`config.mk`:
```
export PLATFORM = sky130hd
export DESIGN_NAME = presettable_ripple_counter_latch
export DESIGN_NICKNAME = d
export VERILOG_FILES = /design/src/rtl/ripple_counter_pkg.sv /design/src/rtl/fall_detect.sv /design/src/rtl/presettable_ripple_counter_latch.sv
export SDC_FILE = /design/constraint.sdc
export NUM_CORES = 1
export LEC_CHECK = 0
export ABC_CLOCK_PERIOD_IN_PS = 1600
export BUFFER_PORTS_ARGS = -buffer_cell sky130_fd_sc_hd__buf_4
export CAP_MARGIN = 5
export CORE_AREA = 10 10 47 49
export CTS_CLUSTER_DIAMETER = 30
export DETAILED_ROUTE_END_ITERATION = 7
export DIE_AREA = 0 0 57 59
export PLACE_DENSITY = 0.4
export SLEW_MARGIN = 20
export SYNTH_ARGS = -nofsm -noshare
export SYNTH_HDL_FRONTEND = slang
export SYNTH_HIERARCHICAL = 1
export SYNTH_SLANG_ARGS = --single-unit
```
`constraint.sdc`:
```
create_clock -name clk -period 1.6 [get_ports clk]
set_clock_uncertainty 0.15 [all_clocks]
set_input_delay 0.08 -clock clk [delete_from_list [all_inputs] [get_ports clk]]
set_output_delay 0.08 -clock clk [all_outputs]
set_load 0.05 [all_outputs]
```
`src/rtl/ripple_counter_pkg.sv`:
```
// constants and types for the presettable ripple counter with latch mode
`default_nettype none
package ripple_counter_pkg;
   localparam int STAGE_COUNT = 4;
   localparam int CHAIN_WIDTH = 3;
   localparam logic [3:0] OUT_RESET = 4'h0;
   localparam logic [2:0] QUINARY_LAST = 3'h4;
   localparam logic [2:0] CHAIN_ZERO = 3'h0;
   localparam logic [2:0] CHAIN_ONE = 3'h1;
   localparam logic DECADE_VARIANT = 1'b1;
   localparam logic BINARY_VARIANT = 1'b0;
   localparam int EDGE_HIST = 2;
   // one line of activity of the upper chain
   typedef enum logic [1:0] {
      ACT_HOLD = 2'b00,
      ACT_CLEAR = 2'b01,
      ACT_LOAD = 2'b10,
      ACT_COUNT = 2'b11
   } chain_act_t;
endpackage
`default_nettype wire

```
`src/rtl/fall_detect.sv`:
```
// falling edge detector for one sampled clock input
`default_nettype none
module fall_detect (
   input wire logic clk, // system clock
   input wire logic rst, // synchronous reset, active high
   input wire logic level_in, // sampled clock input
   output logic fall // one-cycle pulse on a high-to-low step
);
   logic prev_r;

   // follow the pin every cycle, reset too, so a low pin at release fakes no fall
   always_ff @(posedge clk) begin
      prev_r <= level_in;
   end

   // pulse only on a falling step, never while in reset
   assign fall = prev_r & ~level_in & ~rst;
endmodule
`default_nettype wire

```
`src/rtl/presettable_ripple_counter_latch.sv`:
```
// four-stage presettable ripple counter with transparent latch mode
`default_nettype none
module presettable_ripple_counter_latch #(
   parameter logic VARIANT = ripple_counter_pkg::DECADE_VARIANT // 1 decade, 0 binary
) (
   input wire logic clk, // system clock, 10 MHz
   input wire logic rst, // synchronous reset, active high
   input wire logic count_clk1, // first count clock, falls to count
   input wire logic count_clk2, // second count clock, falls to count
   input wire logic load_n, // load strobe, active low
   input wire logic clear_n, // clear, active low
   input wire logic [ripple_counter_pkg::STAGE_COUNT-1:0] data_in, // preset data
   output logic stage0_out, // halver output
   output logic stage1_out, // chain bit 0
   output logic stage2_out, // chain bit 1
   output logic stage3_out // chain bit 2
);
   import ripple_counter_pkg::*;

   // refuse any layout other than one halver and a three-bit chain
   if (STAGE_COUNT != 4 || CHAIN_WIDTH != 3) begin
      $error("stage layout must be one halver and a three-bit chain");
   end

   logic fall1;
   logic fall2;
   logic [CHAIN_WIDTH-1:0] chain_r;
   logic [CHAIN_WIDTH-1:0] chain_nxt;
   logic half_r;
   chain_act_t act;

   // falling edge detectors, one for each clock input
   fall_detect u_fall1 (
      .clk(clk),
      .rst(rst),
      .level_in(count_clk1),
      .fall(fall1)
   );
   fall_detect u_fall2 (
      .clk(clk),
      .rst(rst),
      .level_in(count_clk2),
      .fall(fall2)
   );

   // chain activity; clear outranks load, load outranks counting
   always_comb begin
      if (!clear_n) begin
         act = ACT_CLEAR;
      end else if (!load_n) begin
         act = ACT_LOAD;
      end else if (fall2) begin
         act = ACT_COUNT;
      end else begin
         act = ACT_HOLD;
      end
   end

   // next chain count: modulo five or modulo eight
   always_comb begin
      chain_nxt = chain_r + CHAIN_ONE;
      if (VARIANT == DECADE_VARIANT && chain_r >= QUINARY_LAST) begin
         chain_nxt = CHAIN_ZERO;
      end
   end

   // upper three stages, clocked only by the second clock
   always_ff @(posedge clk) begin
      if (rst) begin
         chain_r <= OUT_RESET[CHAIN_WIDTH:1];
      end else begin
         unique case (act)
            ACT_CLEAR: chain_r <= CHAIN_ZERO;
            ACT_LOAD: chain_r <= data_in[CHAIN_WIDTH:1];
            ACT_COUNT: chain_r <= chain_nxt;
            ACT_HOLD: chain_r <= chain_r;
         endcase
      end
   end

   // first stage: toggles on first clock only, shares load and clear
   always_ff @(posedge clk) begin
      if (rst) begin
         half_r <= OUT_RESET[0];
      end else if (!clear_n) begin
         half_r <= 1'b0;
      end else if (!load_n) begin
         half_r <= data_in[0];
      end else if (fall1) begin
         half_r <= ~half_r;
      end
   end

   // outputs come straight from the stage flip-flops
   assign stage0_out = half_r;
   assign stage1_out = chain_r[0];
   assign stage2_out = chain_r[1];
   assign stage3_out = chain_r[2];

   // clear low drives all outputs low on the next edge
   clear_forces_low_a: assert property (@(posedge clk) disable iff (rst)
      !clear_n |=> {stage3_out, stage2_out, stage1_out, stage0_out} == 4'h0)
      else $error("clear did not force outputs low");

   // load low alone copies data on the next edge
   load_copies_data_a: assert property (@(posedge clk) disable iff (rst)
      clear_n && !load_n |=>
         {stage3_out, stage2_out, stage1_out, stage0_out} == $past(data_in))
      else $error("load did not copy data");

   // both low gives zero, never data
   clear_beats_load_a: assert property (@(posedge clk) disable iff (rst)
      !clear_n && !load_n |=> {stage3_out, stage2_out, stage1_out, stage0_out} == 4'h0)
      else $error("load won over clear");

   // no edge and strobe high: held
   latch_holds_a: assert property (@(posedge clk) disable iff (rst)
      clear_n && load_n && !fall1 && !fall2 |=> $stable({chain_r, half_r}))
      else $error("latch did not hold");

   // first stage toggles on a first-clock fall
   half_toggles_a: assert property (@(posedge clk) disable iff (rst)
      clear_n && load_n && fall1 |=> half_r != $past(half_r))
      else $error("first stage missed its falling edge");

   // first clock never moves the chain
   chain_isolated_a: assert property (@(posedge clk) disable iff (rst)
      clear_n && load_n && !fall2 |=> $stable(chain_r))
      else $error("chain moved without second clock");

   // chain advances by one, wrapping per variant
   chain_steps_a: assert property (@(posedge clk) disable iff (rst)
      clear_n && load_n && fall2 |=> chain_r == ((VARIANT == DECADE_VARIANT
         && $past(chain_r) >= QUINARY_LAST) ? CHAIN_ZERO : $past(chain_r) + CHAIN_ONE))
      else $error("chain step wrong");

   // decade chain never leaves zero..four after counting from range
   quinary_range_a: assert property (@(posedge clk) disable iff (rst)
      VARIANT == DECADE_VARIANT && clear_n && load_n && fall2
         && chain_r <= QUINARY_LAST |=> chain_r <= QUINARY_LAST)
      else $error("five-counter left its range");

   // first stage moves only on a first-clock fall
   halver_own_clock_a: assert property (@(posedge clk) disable iff (rst)
      clear_n && load_n && !fall1
      |=> $stable(half_r))
      else $error("first stage moved without first clock");

   // load wins over any clock fall in the same cycle
   load_beats_falls_a: assert property (@(posedge clk) disable iff (rst)
      clear_n && !load_n && (fall1 || fall2)
      |=> {stage3_out, stage2_out, stage1_out, stage0_out} == $past(data_in))
      else $error("clock fall disturbed a load");

   // clear wins over any clock fall in the same cycle
   clear_beats_falls_a: assert property (@(posedge clk) disable iff (rst)
      !clear_n && (fall1 || fall2)
      |=> {stage3_out, stage2_out, stage1_out, stage0_out} == 4'h0)
      else $error("clock fall disturbed a clear");

   // every counted second-clock fall moves the chain
   chain_counts_a: assert property (@(posedge clk) disable iff (rst)
      clear_n && load_n && fall2
      |=> $changed(chain_r))
      else $error("chain ignored a falling edge");

   // five-counter wraps from four to zero
   quinary_wrap_a: assert property (@(posedge clk) disable iff (rst)
      VARIANT == DECADE_VARIANT && clear_n && load_n && fall2 && chain_r == QUINARY_LAST
      |=> chain_r == CHAIN_ZERO)
      else $error("five-counter missed its wrap");

   // five-counter wrap gives a falling top bit
   quinary_carry_a: assert property (@(posedge clk) disable iff (rst)
      VARIANT == DECADE_VARIANT && clear_n && load_n && fall2 && chain_r == QUINARY_LAST
      |=> $fell(stage3_out))
      else $error("top bit did not fall on five-counter wrap");

   // loaded codes above four return to zero on a count
   illegal_to_zero_a: assert property (@(posedge clk) disable iff (rst)
      VARIANT == DECADE_VARIANT && clear_n && load_n && fall2 && chain_r > QUINARY_LAST
      |=> chain_r == CHAIN_ZERO)
      else $error("five-counter kept an unused code");

   // eight-counter wraps from seven to zero
   binary_wrap_a: assert property (@(posedge clk) disable iff (rst)
      VARIANT == BINARY_VARIANT && clear_n && load_n && fall2 && (&chain_r)
      |=> chain_r == CHAIN_ZERO)
      else $error("eight-counter missed its wrap");

   // eight-counter wrap gives a falling top bit
   binary_carry_a: assert property (@(posedge clk) disable iff (rst)
      VARIANT == BINARY_VARIANT && clear_n && load_n && fall2 && (&chain_r)
      |=> $fell(stage3_out))
      else $error("top bit did not fall on eight-counter wrap");

   // first stage toggling from high gives a falling output
   half_carry_a: assert property (@(posedge clk) disable iff (rst)
      clear_n && load_n && fall1 && half_r
      |=> $fell(stage0_out))
      else $error("first stage output did not fall");

   // closing the latch strobe keeps the last value
   latch_closes_a: assert property (@(posedge clk) disable iff (rst)
      clear_n && $rose(load_n) && !fall1 && !fall2
      |=> $stable({stage3_out, stage2_out, stage1_out, stage0_out}))
      else $error("latch changed as the strobe closed");
endmodule
`default_nettype wire

```
=== Word level (Yosys, flattened, before mapping) ===
Cells that the tools add are included.
W data, S select, Z words.

* $add $sub $neg: 1
* Div/mod/pow operators: 0
* Reductions and logical operators: 2
* Order comparisons: 1
* Shifts and indexed selects: 0
* Bitwise operators: 9
* Multiplexer cells: 7
* $mul: 0
* Eq/ne operators: 4

{| class="wikitable"
|+ Operators with widths
! operator !! count
|-
| $pmux W3 S3 || 1
|-
| $mux W2 || 3
|-
| $not A1 Y1 || 5
|-
| $and A1 B1 Y1 || 4
|-
| $eq A2 B2 Y1 const B || 2
|-
| $add A3 B1 Y3 const B || 1
|-
| $ge A3 B3 Y1 const B || 1
|-
| $mux W3 || 1
|-
| $eq A2 B1 Y1 const B || 1
|-
| $logic_not A2 Y1 || 1
|-
| $mux W1 || 2
|-
| $ne A2 B1 Y1 const B || 1
|-
| $reduce_or A2 Y1 || 1
|}

* Memories: 0
* Register bits: 6
* Bits of input ports: 10
* Memory bits (writable): 0
* ROM bits: 0
* Latch bits: 0

=== Longest topological paths before layout ===
Gate-level depths: netlist of run 1.

* Depth after elaboration: 8
* Mapped depth: 4
* Mapped depth without buffers: 4

=== Modules after synthesis ===
Netlist of run 1, hierarchy kept.

{| class="wikitable"
|+ By module, submodules not included
! module !! seq. area each (sq um) !! area an instance (sq um) !! cells an instance !! times used
|-
| presettable_ripple_counter_latch || 80.1 || 230.2 || 25 || 1
|-
| fall_detect || 20.0 || 32.5 || 2 || 2
|}

=== Worst setup path before layout of run 1 ===
Ideal clock, no wire load.

* Path kind: reg-to-reg
* Start: register chain_r[0]
* End: register chain_r[1]
* Cell stages (with the launch flop): 5
* Arrival: 1.313 ns
* Period minus slack after synthesis: 1.554 ns
* Slack: 0.046 ns
* Data required time: 1.359 ns
* Buffers on the path: 0
* Setup time: 0.091 ns
* Path through: dfxtp_1 inv_1 ha_1 nand3b_1 a311oi_1

* Cells in the longest elaborated chain, start to end: 3
* Elaborated cells between the ends (all ways): 4

{| class="wikitable"
|+ Ends and longest elaborated chain
! element !! line !! source
|-
| from (decl) || presettable_ripple_counter_latch.sv:27 || <nowiki>logic [CHAIN_WIDTH-1:0] chain_r;</nowiki>
|-
| from (signal assigned) || presettable_ripple_counter_latch.sv:70 || <nowiki>chain_r <= OUT_RESET[CHAIN_WIDTH:1];</nowiki>
|-
| from (signal assigned) || presettable_ripple_counter_latch.sv:74 || <nowiki>ACT_LOAD: chain_r <= data_in[CHAIN_WIDTH:1];</nowiki>
|-
| from (signal assigned) || presettable_ripple_counter_latch.sv:75 || <nowiki>ACT_COUNT: chain_r <= chain_nxt;</nowiki>
|-
| $add A3 B1 Y3 / $ge A3 B3 Y1 (equally long branches) || presettable_ripple_counter_latch.sv:61, presettable_ripple_counter_latch.sv:62 ||
|-
| $mux W3 * || presettable_ripple_counter_latch.sv:62 || <nowiki>if (VARIANT == DECADE_VARIANT && chain_r >= QUINARY_LAST) begin</nowiki>
|-
| $pmux W3 S3 * || presettable_ripple_counter_latch.sv:72 || <nowiki>unique case (act)</nowiki>
|}

Mark *: on every way between the ends. The rest lies on a longest branch, timed or not.
A chain may end at the register's enable or synchronous reset.

=== Worst setup path in the final report of run 1 ===
* Start: register u_fall2.prev_r
* End: register chain_r[0]

* Cells in the longest elaborated chain, start to end: 7
* Elaborated cells between the ends (all ways): 10

{| class="wikitable"
|+ Ends and longest elaborated chain
! element !! line !! source
|-
| from (decl) || fall_detect.sv:9 || <nowiki>logic prev_r;</nowiki>
|-
| from (signal assigned) || fall_detect.sv:13 || <nowiki>prev_r <= level_in;</nowiki>
|-
| $and A1 B1 Y1 * (2 in a row) || fall_detect.sv:17 || <nowiki>assign fall = prev_r & ~level_in & ~rst;</nowiki>
|-
| net fall2 || presettable_ripple_counter_latch.sv:26 || <nowiki>logic fall2;</nowiki>
|-
| $mux W2 * || presettable_ripple_counter_latch.sv:52 || <nowiki>end else if (fall2) begin</nowiki>
|-
| $mux W2 * || presettable_ripple_counter_latch.sv:50 || <nowiki>end else if (!load_n) begin</nowiki>
|-
| $mux W2 * || presettable_ripple_counter_latch.sv:48 || <nowiki>if (!clear_n) begin</nowiki>
|-
| $eq A2 B2 Y1 / $eq A2 B1 Y1 (equally long branches) || presettable_ripple_counter_latch.sv:72 ||
|-
| $pmux W3 S3 || presettable_ripple_counter_latch.sv:72 ||
|-
| to (signal assigned) || presettable_ripple_counter_latch.sv:74 ||
|-
| to (signal assigned) || presettable_ripple_counter_latch.sv:75 ||
|-
| to (signal assigned) || presettable_ripple_counter_latch.sv:76 || <nowiki>ACT_HOLD: chain_r <= chain_r;</nowiki>
|}

Mark *: on every way through the listed nets, which the timed path passes. The rest lies on a longest branch.

==> flow_summary.yaml, run 1 <==
timing:
  drv_slew: 0
  slew_headroom_pct: 77.4
  rsz0062_at_grt: "false"
  setup_viol: 0
  period_needed_ns: 1.46
  timing.final.hold_violations: 0
  whs_ns: 0.0229
  fin_crit_sh_pct: 91.5
  max_freq_mhz: 683
  tns_ns: 0
  tightest_slew_ns: 0.337
floorplanning:
  dieArea_sq_um: 3360
  dieWidth_um: 57
  start_util_pct: 21.1
  num_rows: 14
  ios: 14
  die_h_um: 59
  coreArea_sq_um: 1400
synth:
  synth_area_leaders: "dfxtp_1, ha_1, nand2b_1, nor3b_2, a311oi_1"
  ys_seq_area_share_pct: 40.7
  avgSynthCellArea_sq_um: 10.2
  yosysWarnings: 6
  synth_seq_cells: 6
  synth.distinct_cells: 13
  syn_inst: 29
  synth_top_area_share_pct: 40.7
  synth_area_sq_um: 295
  syn_nets: 41
  synth_top_cell_by_area: "dfxtp_1"
finish:
  diodes: 0
  areaGrowthSynthToFinish_pct: 66.1
  layout_common_cells: "buf_4, dfxtp_1, dlygate4sd3_1"
  final_nets: 64
  layout.cells.most_common: "buf_4"
  drive_gt1_share_pct: 38.0
worst_setup_path:
  critical_path_class: "reg -> reg"
  required_ns: 1.60
  cp.arrival_ns: 1.47
  r2r_cells: 3
  start_kind: "register"
  cp_max_fo: 6
  cp-end-kind: "register"
cts:
  clock_latency_ns: 0.24
  ctsRootBufferMaster: "clkbuf_4"
  cts_tree: "yes"
  clockBufferDepth: 2
  clk_pin_slew_ns: 0.05
  cts_buffers: 3
  postCtsSetupRepairBufs: 0
  cts.sinks: 6
  htree_levels: 1
status:
  status: "completed"
run:
  maxCapViolations: 0
power:
  p_int_mw: 0.283
  power.total_mw: 0.381
  clkPwrFrac_pct: 37.1
  comb_power_share_pct: 20.3
  ir_worst_vdd_mv: 0.282
  power.share.sequential_pct: 42.6
  powerDensity_nw_per_um2: 777
  p_leak_nw: 0.202
  switchingPower_mw: 0.0985
  switching_share_pct: 25.8
route:
  drt-initial-drc-count: 11
  firstDrtPassIters: 4
  wl_um: 783
  vias: 274
  drc_errors: 0
  routedWlPerCell_um: 11.9
  viasPerCell: 4.15
  drtAntennaViolNets: 0
grt:
  grt_overflow: 0
  gr-usage-all-layers_pct: 4.94
  grt_pass1_vias: 285
  grt_use_met3_pct: 3.43
  grt_pass1_wl_um: 1270
  grt_max_degree: 9
  grt.met1_usage_pct: 5.50
  antenna_found_initial: 0
  busiest_layer: "met2"
  use_met2_pct: 6.20
placement:
  dp_hpwl_um: 619
  io_buffers: 13
  gp_congestion: 0.722
hold_path:
  hp-class: "in -> reg"
  min_path_cells: 3
==> what timing repair did <==
item	CTS	global route
resized for setup	0	0
hold buffers	6	0
endpoints found under the hold margin	6	0
==> power by group through the flow <==
stage | Sequential [mW] | Combinational, mW | Clock, mW
4_1_cts | 0.163 | 0.0786 | 0.145
3_5_place_dp | 0.165 | 0.0666 | 0
2_1_floorplan | 0.180 | 0.0215 | 0
6_report | 0.162 | 0.0775 | 0.141
5_1_grt | 0.163 | 0.0835 | 0.155
3_3_place_gp | 0.165 | 0.0662 | 0
==> logic make-up after synthesis <==
logic type | count (synthesis) | synth area share, %
AO/OA/AOI/OAI | 4 | 13.6
XOR/XNOR | 1 | 2.97
buffers and inverters | 3 | 4.24
flip-flops | 6 | 40.7
adder cells (fa/ha/maj) | 2 | 8.47
AND/OR/NAND/NOR | 13 | 30.1
==> layout make-up <==
class,count,area [sq um]
Multi-Input combinational cell,20,163
Fill cell,157,911
Tap cell,16,20.0
Inverter,2,7.51
Clock buffer,3,22.5
Timing Repair Buffer,19,158
Sequential cell,6,120
==> synthesized netlist by cell type <==
master / n
buf_2: 1
nand2b_1: 4
nand3b_1: 2
a211oi_1: 1
ha_1: 2
a311oi_1: 2
inv_1: 2
a311oi_2: 1
nor2_1: 4
dfxtp_1: 6
or3b_1: 1
nor3b_2: 2
xnor2_1: 1
==> flip-flops by register name, indices dropped and copies added, names as in the netlist <==
name / cells
chain_r: 3
stage0_out: 1
u_fall1/prev_r: 1
u_fall2/prev_r: 1
==> worst paths after layout <==
| kind | start | endpoint | slack (ns) |
|---|---|---|---|
| max reg2reg | u_fall2/prev_r | chain_r[0] | 0.14 |
| min reg2reg | chain_r[2] | chain_r[2] | 0.39 |
| max | u_fall2/prev_r | chain_r[0] | 0.14 |
| min | data_in[1] | chain_r[0] | 0.02 |
==> layer usage <==
layer | share of wire [%] | wire, um
met1 | 46 | 363
met3 | 15 | 114
met2 | 39 | 306
met5 | 0 | 0
met4 | 0 | 0
==> per-stage QoR <==
step | setup WS, ns | util (%) | area [sq um] | std cells
3_5_place_dp | 0.167 | 29.1 | 408 | 57
4_1_cts | 0.145 | 35.0 | 490 | 66
5_1_grt | 0.0694 | 35.0 | 490 | 66
3_3_place_gp | 0.200 | 29.1 | 408 | 57
2_1_floorplan | 0.0460 | - | 295 | 29
6_report | 0.136 | 35.0 | 490 | 66
==> critical path: stages (launching register included) <==
cell and delay [ns]:
dfxtp_1 0.29, nor3b_2 0.31, or3b_1 0.39, a311oi_2 0.23
Power figures use the tool's default switching activity.
==> inputs of run 2 (changes only) <==
BUFFER_PORTS_ARGS = not set   (was -buffer_cell sky130_fd_sc_hd__buf_4)
DONT_BUFFER_PORTS = 1   (was not set)
PLACE_DENSITY = 0.31   (was 0.4)
REMOVE_ABC_BUFFERS = 1   (was not set)
==> run 2 against run 1 <==
Effect of this change: clock power about the same; sequential share of layout area increased by 0.19 points; core utilization decreased by 0.27 points; worst hold slack got worse by 0.010 ns; power decreased by 1.2%; critical path depth increased by 1; critical endpoint unchanged; highest routed layer unchanged.
==> flow_summary.yaml, run 2 (synthesized netlist as in run 1, its figures left out) <==
status:
  status: "completed"
timing:
  period_needed_ns: 1.52
  fin_ws_ns: 0.0754
  fin_crit_sh_pct: 95.3
  rsz0062_at_grt: "false"
  tns_ns: 0
  max_freq_mhz: 656
  tightest_slew_ns: 0.332
  timing.final.hold_violations: 0
  setup_viol: 0
  slew_headroom_pct: 77.8
  drv_slew: 0
cts:
  clockBufferDepth: 2
  cts.sinks: 6
  cts_buffers: 3
  ctsRootBufferMaster: "clkbuf_4"
  cts_tree: "yes"
  htree_levels: 1
  clock_latency_ns: 0.24
  clk_pin_slew_ns: 0.05
finish:
  areaGrowthSynthToFinish_pct: 64.8
  regMostFlops: "chain_r"
  diodes: 0
  layout_common_cells: "dlygate4sd3_1, dfxtp_1, buf_4"
  design_area_sq_um: 487
  post-route-util_pct: 34.7
  final_nets: 61
  layout.cells.most_common: "dlygate4sd3_1"
  drive_gt1_share_pct: 23.4
  largest_register_ffs: 3
  n_fill_cell: 157
worst_setup_path:
  rrSetupSlack_ns: 0.25
  worstSetupEndpoint: "chain_r[0]"
  cp.arrival_ns: 1.53
  start_kind: "input pin"
  regToRegStartpoint: "u_fall2/prev_r"
  cp_max_fo: 3
  r2r_cells: 3
  cp-end-kind: "register"
  critical_path_class: "in -> reg"
  rr_endpoint: "chain_r[0]"
  required_ns: 1.61
  startpoint: "rst"
route:
  vias: 268
  drt-initial-drc-count: 4
  firstDrtPassIters: 2
  viasPerCell: 4.25
  drtAntennaViolNets: 0
  drc_errors: 0
  wl_um: 850
  routedWlPerCell_um: 13.5
placement:
  post-place-ws_ns: 0.147
  io_buffers: 0
  dpl_cell_area_sq_um: 340
  gp_congestion: 0.640
  dp_hpwl_um: 623
floorplanning:
  coreArea_sq_um: 1400
  start_util_pct: 21.1
  dieWidth_um: 57
  dieArea_sq_um: 3360
  die_h_um: 59
  ios: 14
  num_rows: 14
grt:
  grt_pass1_wl_um: 1450
  antenna_found_initial: 0
  grt_pass1_vias: 311
  grt_max_degree: 9
  grt_overflow: 0
  gr-usage-all-layers_pct: 5.88
run:
  maxCapViolations: 0
power:
  powerDensity_nw_per_um2: 774
  p_leak_nw: 0.185
  ir_worst_vdd_mv: 0.236
  power.total_mw: 0.377
hold_path:
  hp-class: "in -> reg"
## run 2: cell count changes in the layout (fill, tap and decap cells not counted), sizes merged
cell	change
buf	-8
dlygate4sd3	+5
## run 2: area by class of cell
| type | count | area, sq um | area share [%] |
|---|---|---|---|
| well taps | 16 | 20.0 | 4.11 |
| clock buffers | 3 | 22.5 | 4.63 |
| inverters | 2 | 7.51 | 1.54 |
| repair buffers | 16 | 148 | 30.3 |
| flip-flops and latches | 6 | 120 | 24.7 |
| multi-input cells | 20 | 169 | 34.7 |
## run 2: worst min path at each step
| stage | start | end | slack (ns) | cells after the start |
|---|---|---|---|---|
| floorplan | count_clk1 | u_fall1/prev_r | -0.04 | 0 |
| detailed placement | count_clk1 | u_fall1/prev_r | -0.04 | 0 |
| finish | count_clk2 | chain_r[0] | 0.01 | 3 |
| CTS | count_clk2 | u_fall2/prev_r | -0.30 | 0 |
| global placement | count_clk1 | u_fall1/prev_r | -0.04 | 0 |
| global route | count_clk2 | chain_r[0] | 0.008 | 3 |
## run 2: per-layer routing
layer  wire length, um  up-vias  GRT usage [%]
met3                80        0           4.51
met1               359      122           5.47
met5                 0        -              0
met4                 0        0           5.03
met2               410        8           8.37
li1                  -      138              -
## run 2: metrics by stage
stage          cells  hold slack, ns
2_1_floorplan     28         -0.0423
3_3_place_gp      48         -0.0421
3_5_place_dp      48         -0.0420
4_1_cts           61          -0.300
5_1_grt           63         0.00825
6_report          63          0.0129
## run 2: timing repair
| action | in CTS | in global routing |
|---|---|---|
| setup buffers | 0 | 1 |
| resized for setup | 0 | 1 |
| hold endpoints to repair | 6 | 1 |
| hold buffers | 10 | 1 |
| endpoints found under the setup margin | 0 | 1 |
## run 2: worst max-delay path, cell delays in order
cell and delay [ns]:
dlygate4sd3_1 0.60, nor3b_4 0.24, or3b_1 0.38, a311oi_2 0.23
## run 2: report_power, final
group,internal [mW],switching (mW)
sequential,0.157,0.00544
combinational,0.0372,0.0363
clock,0.0849,0.0555
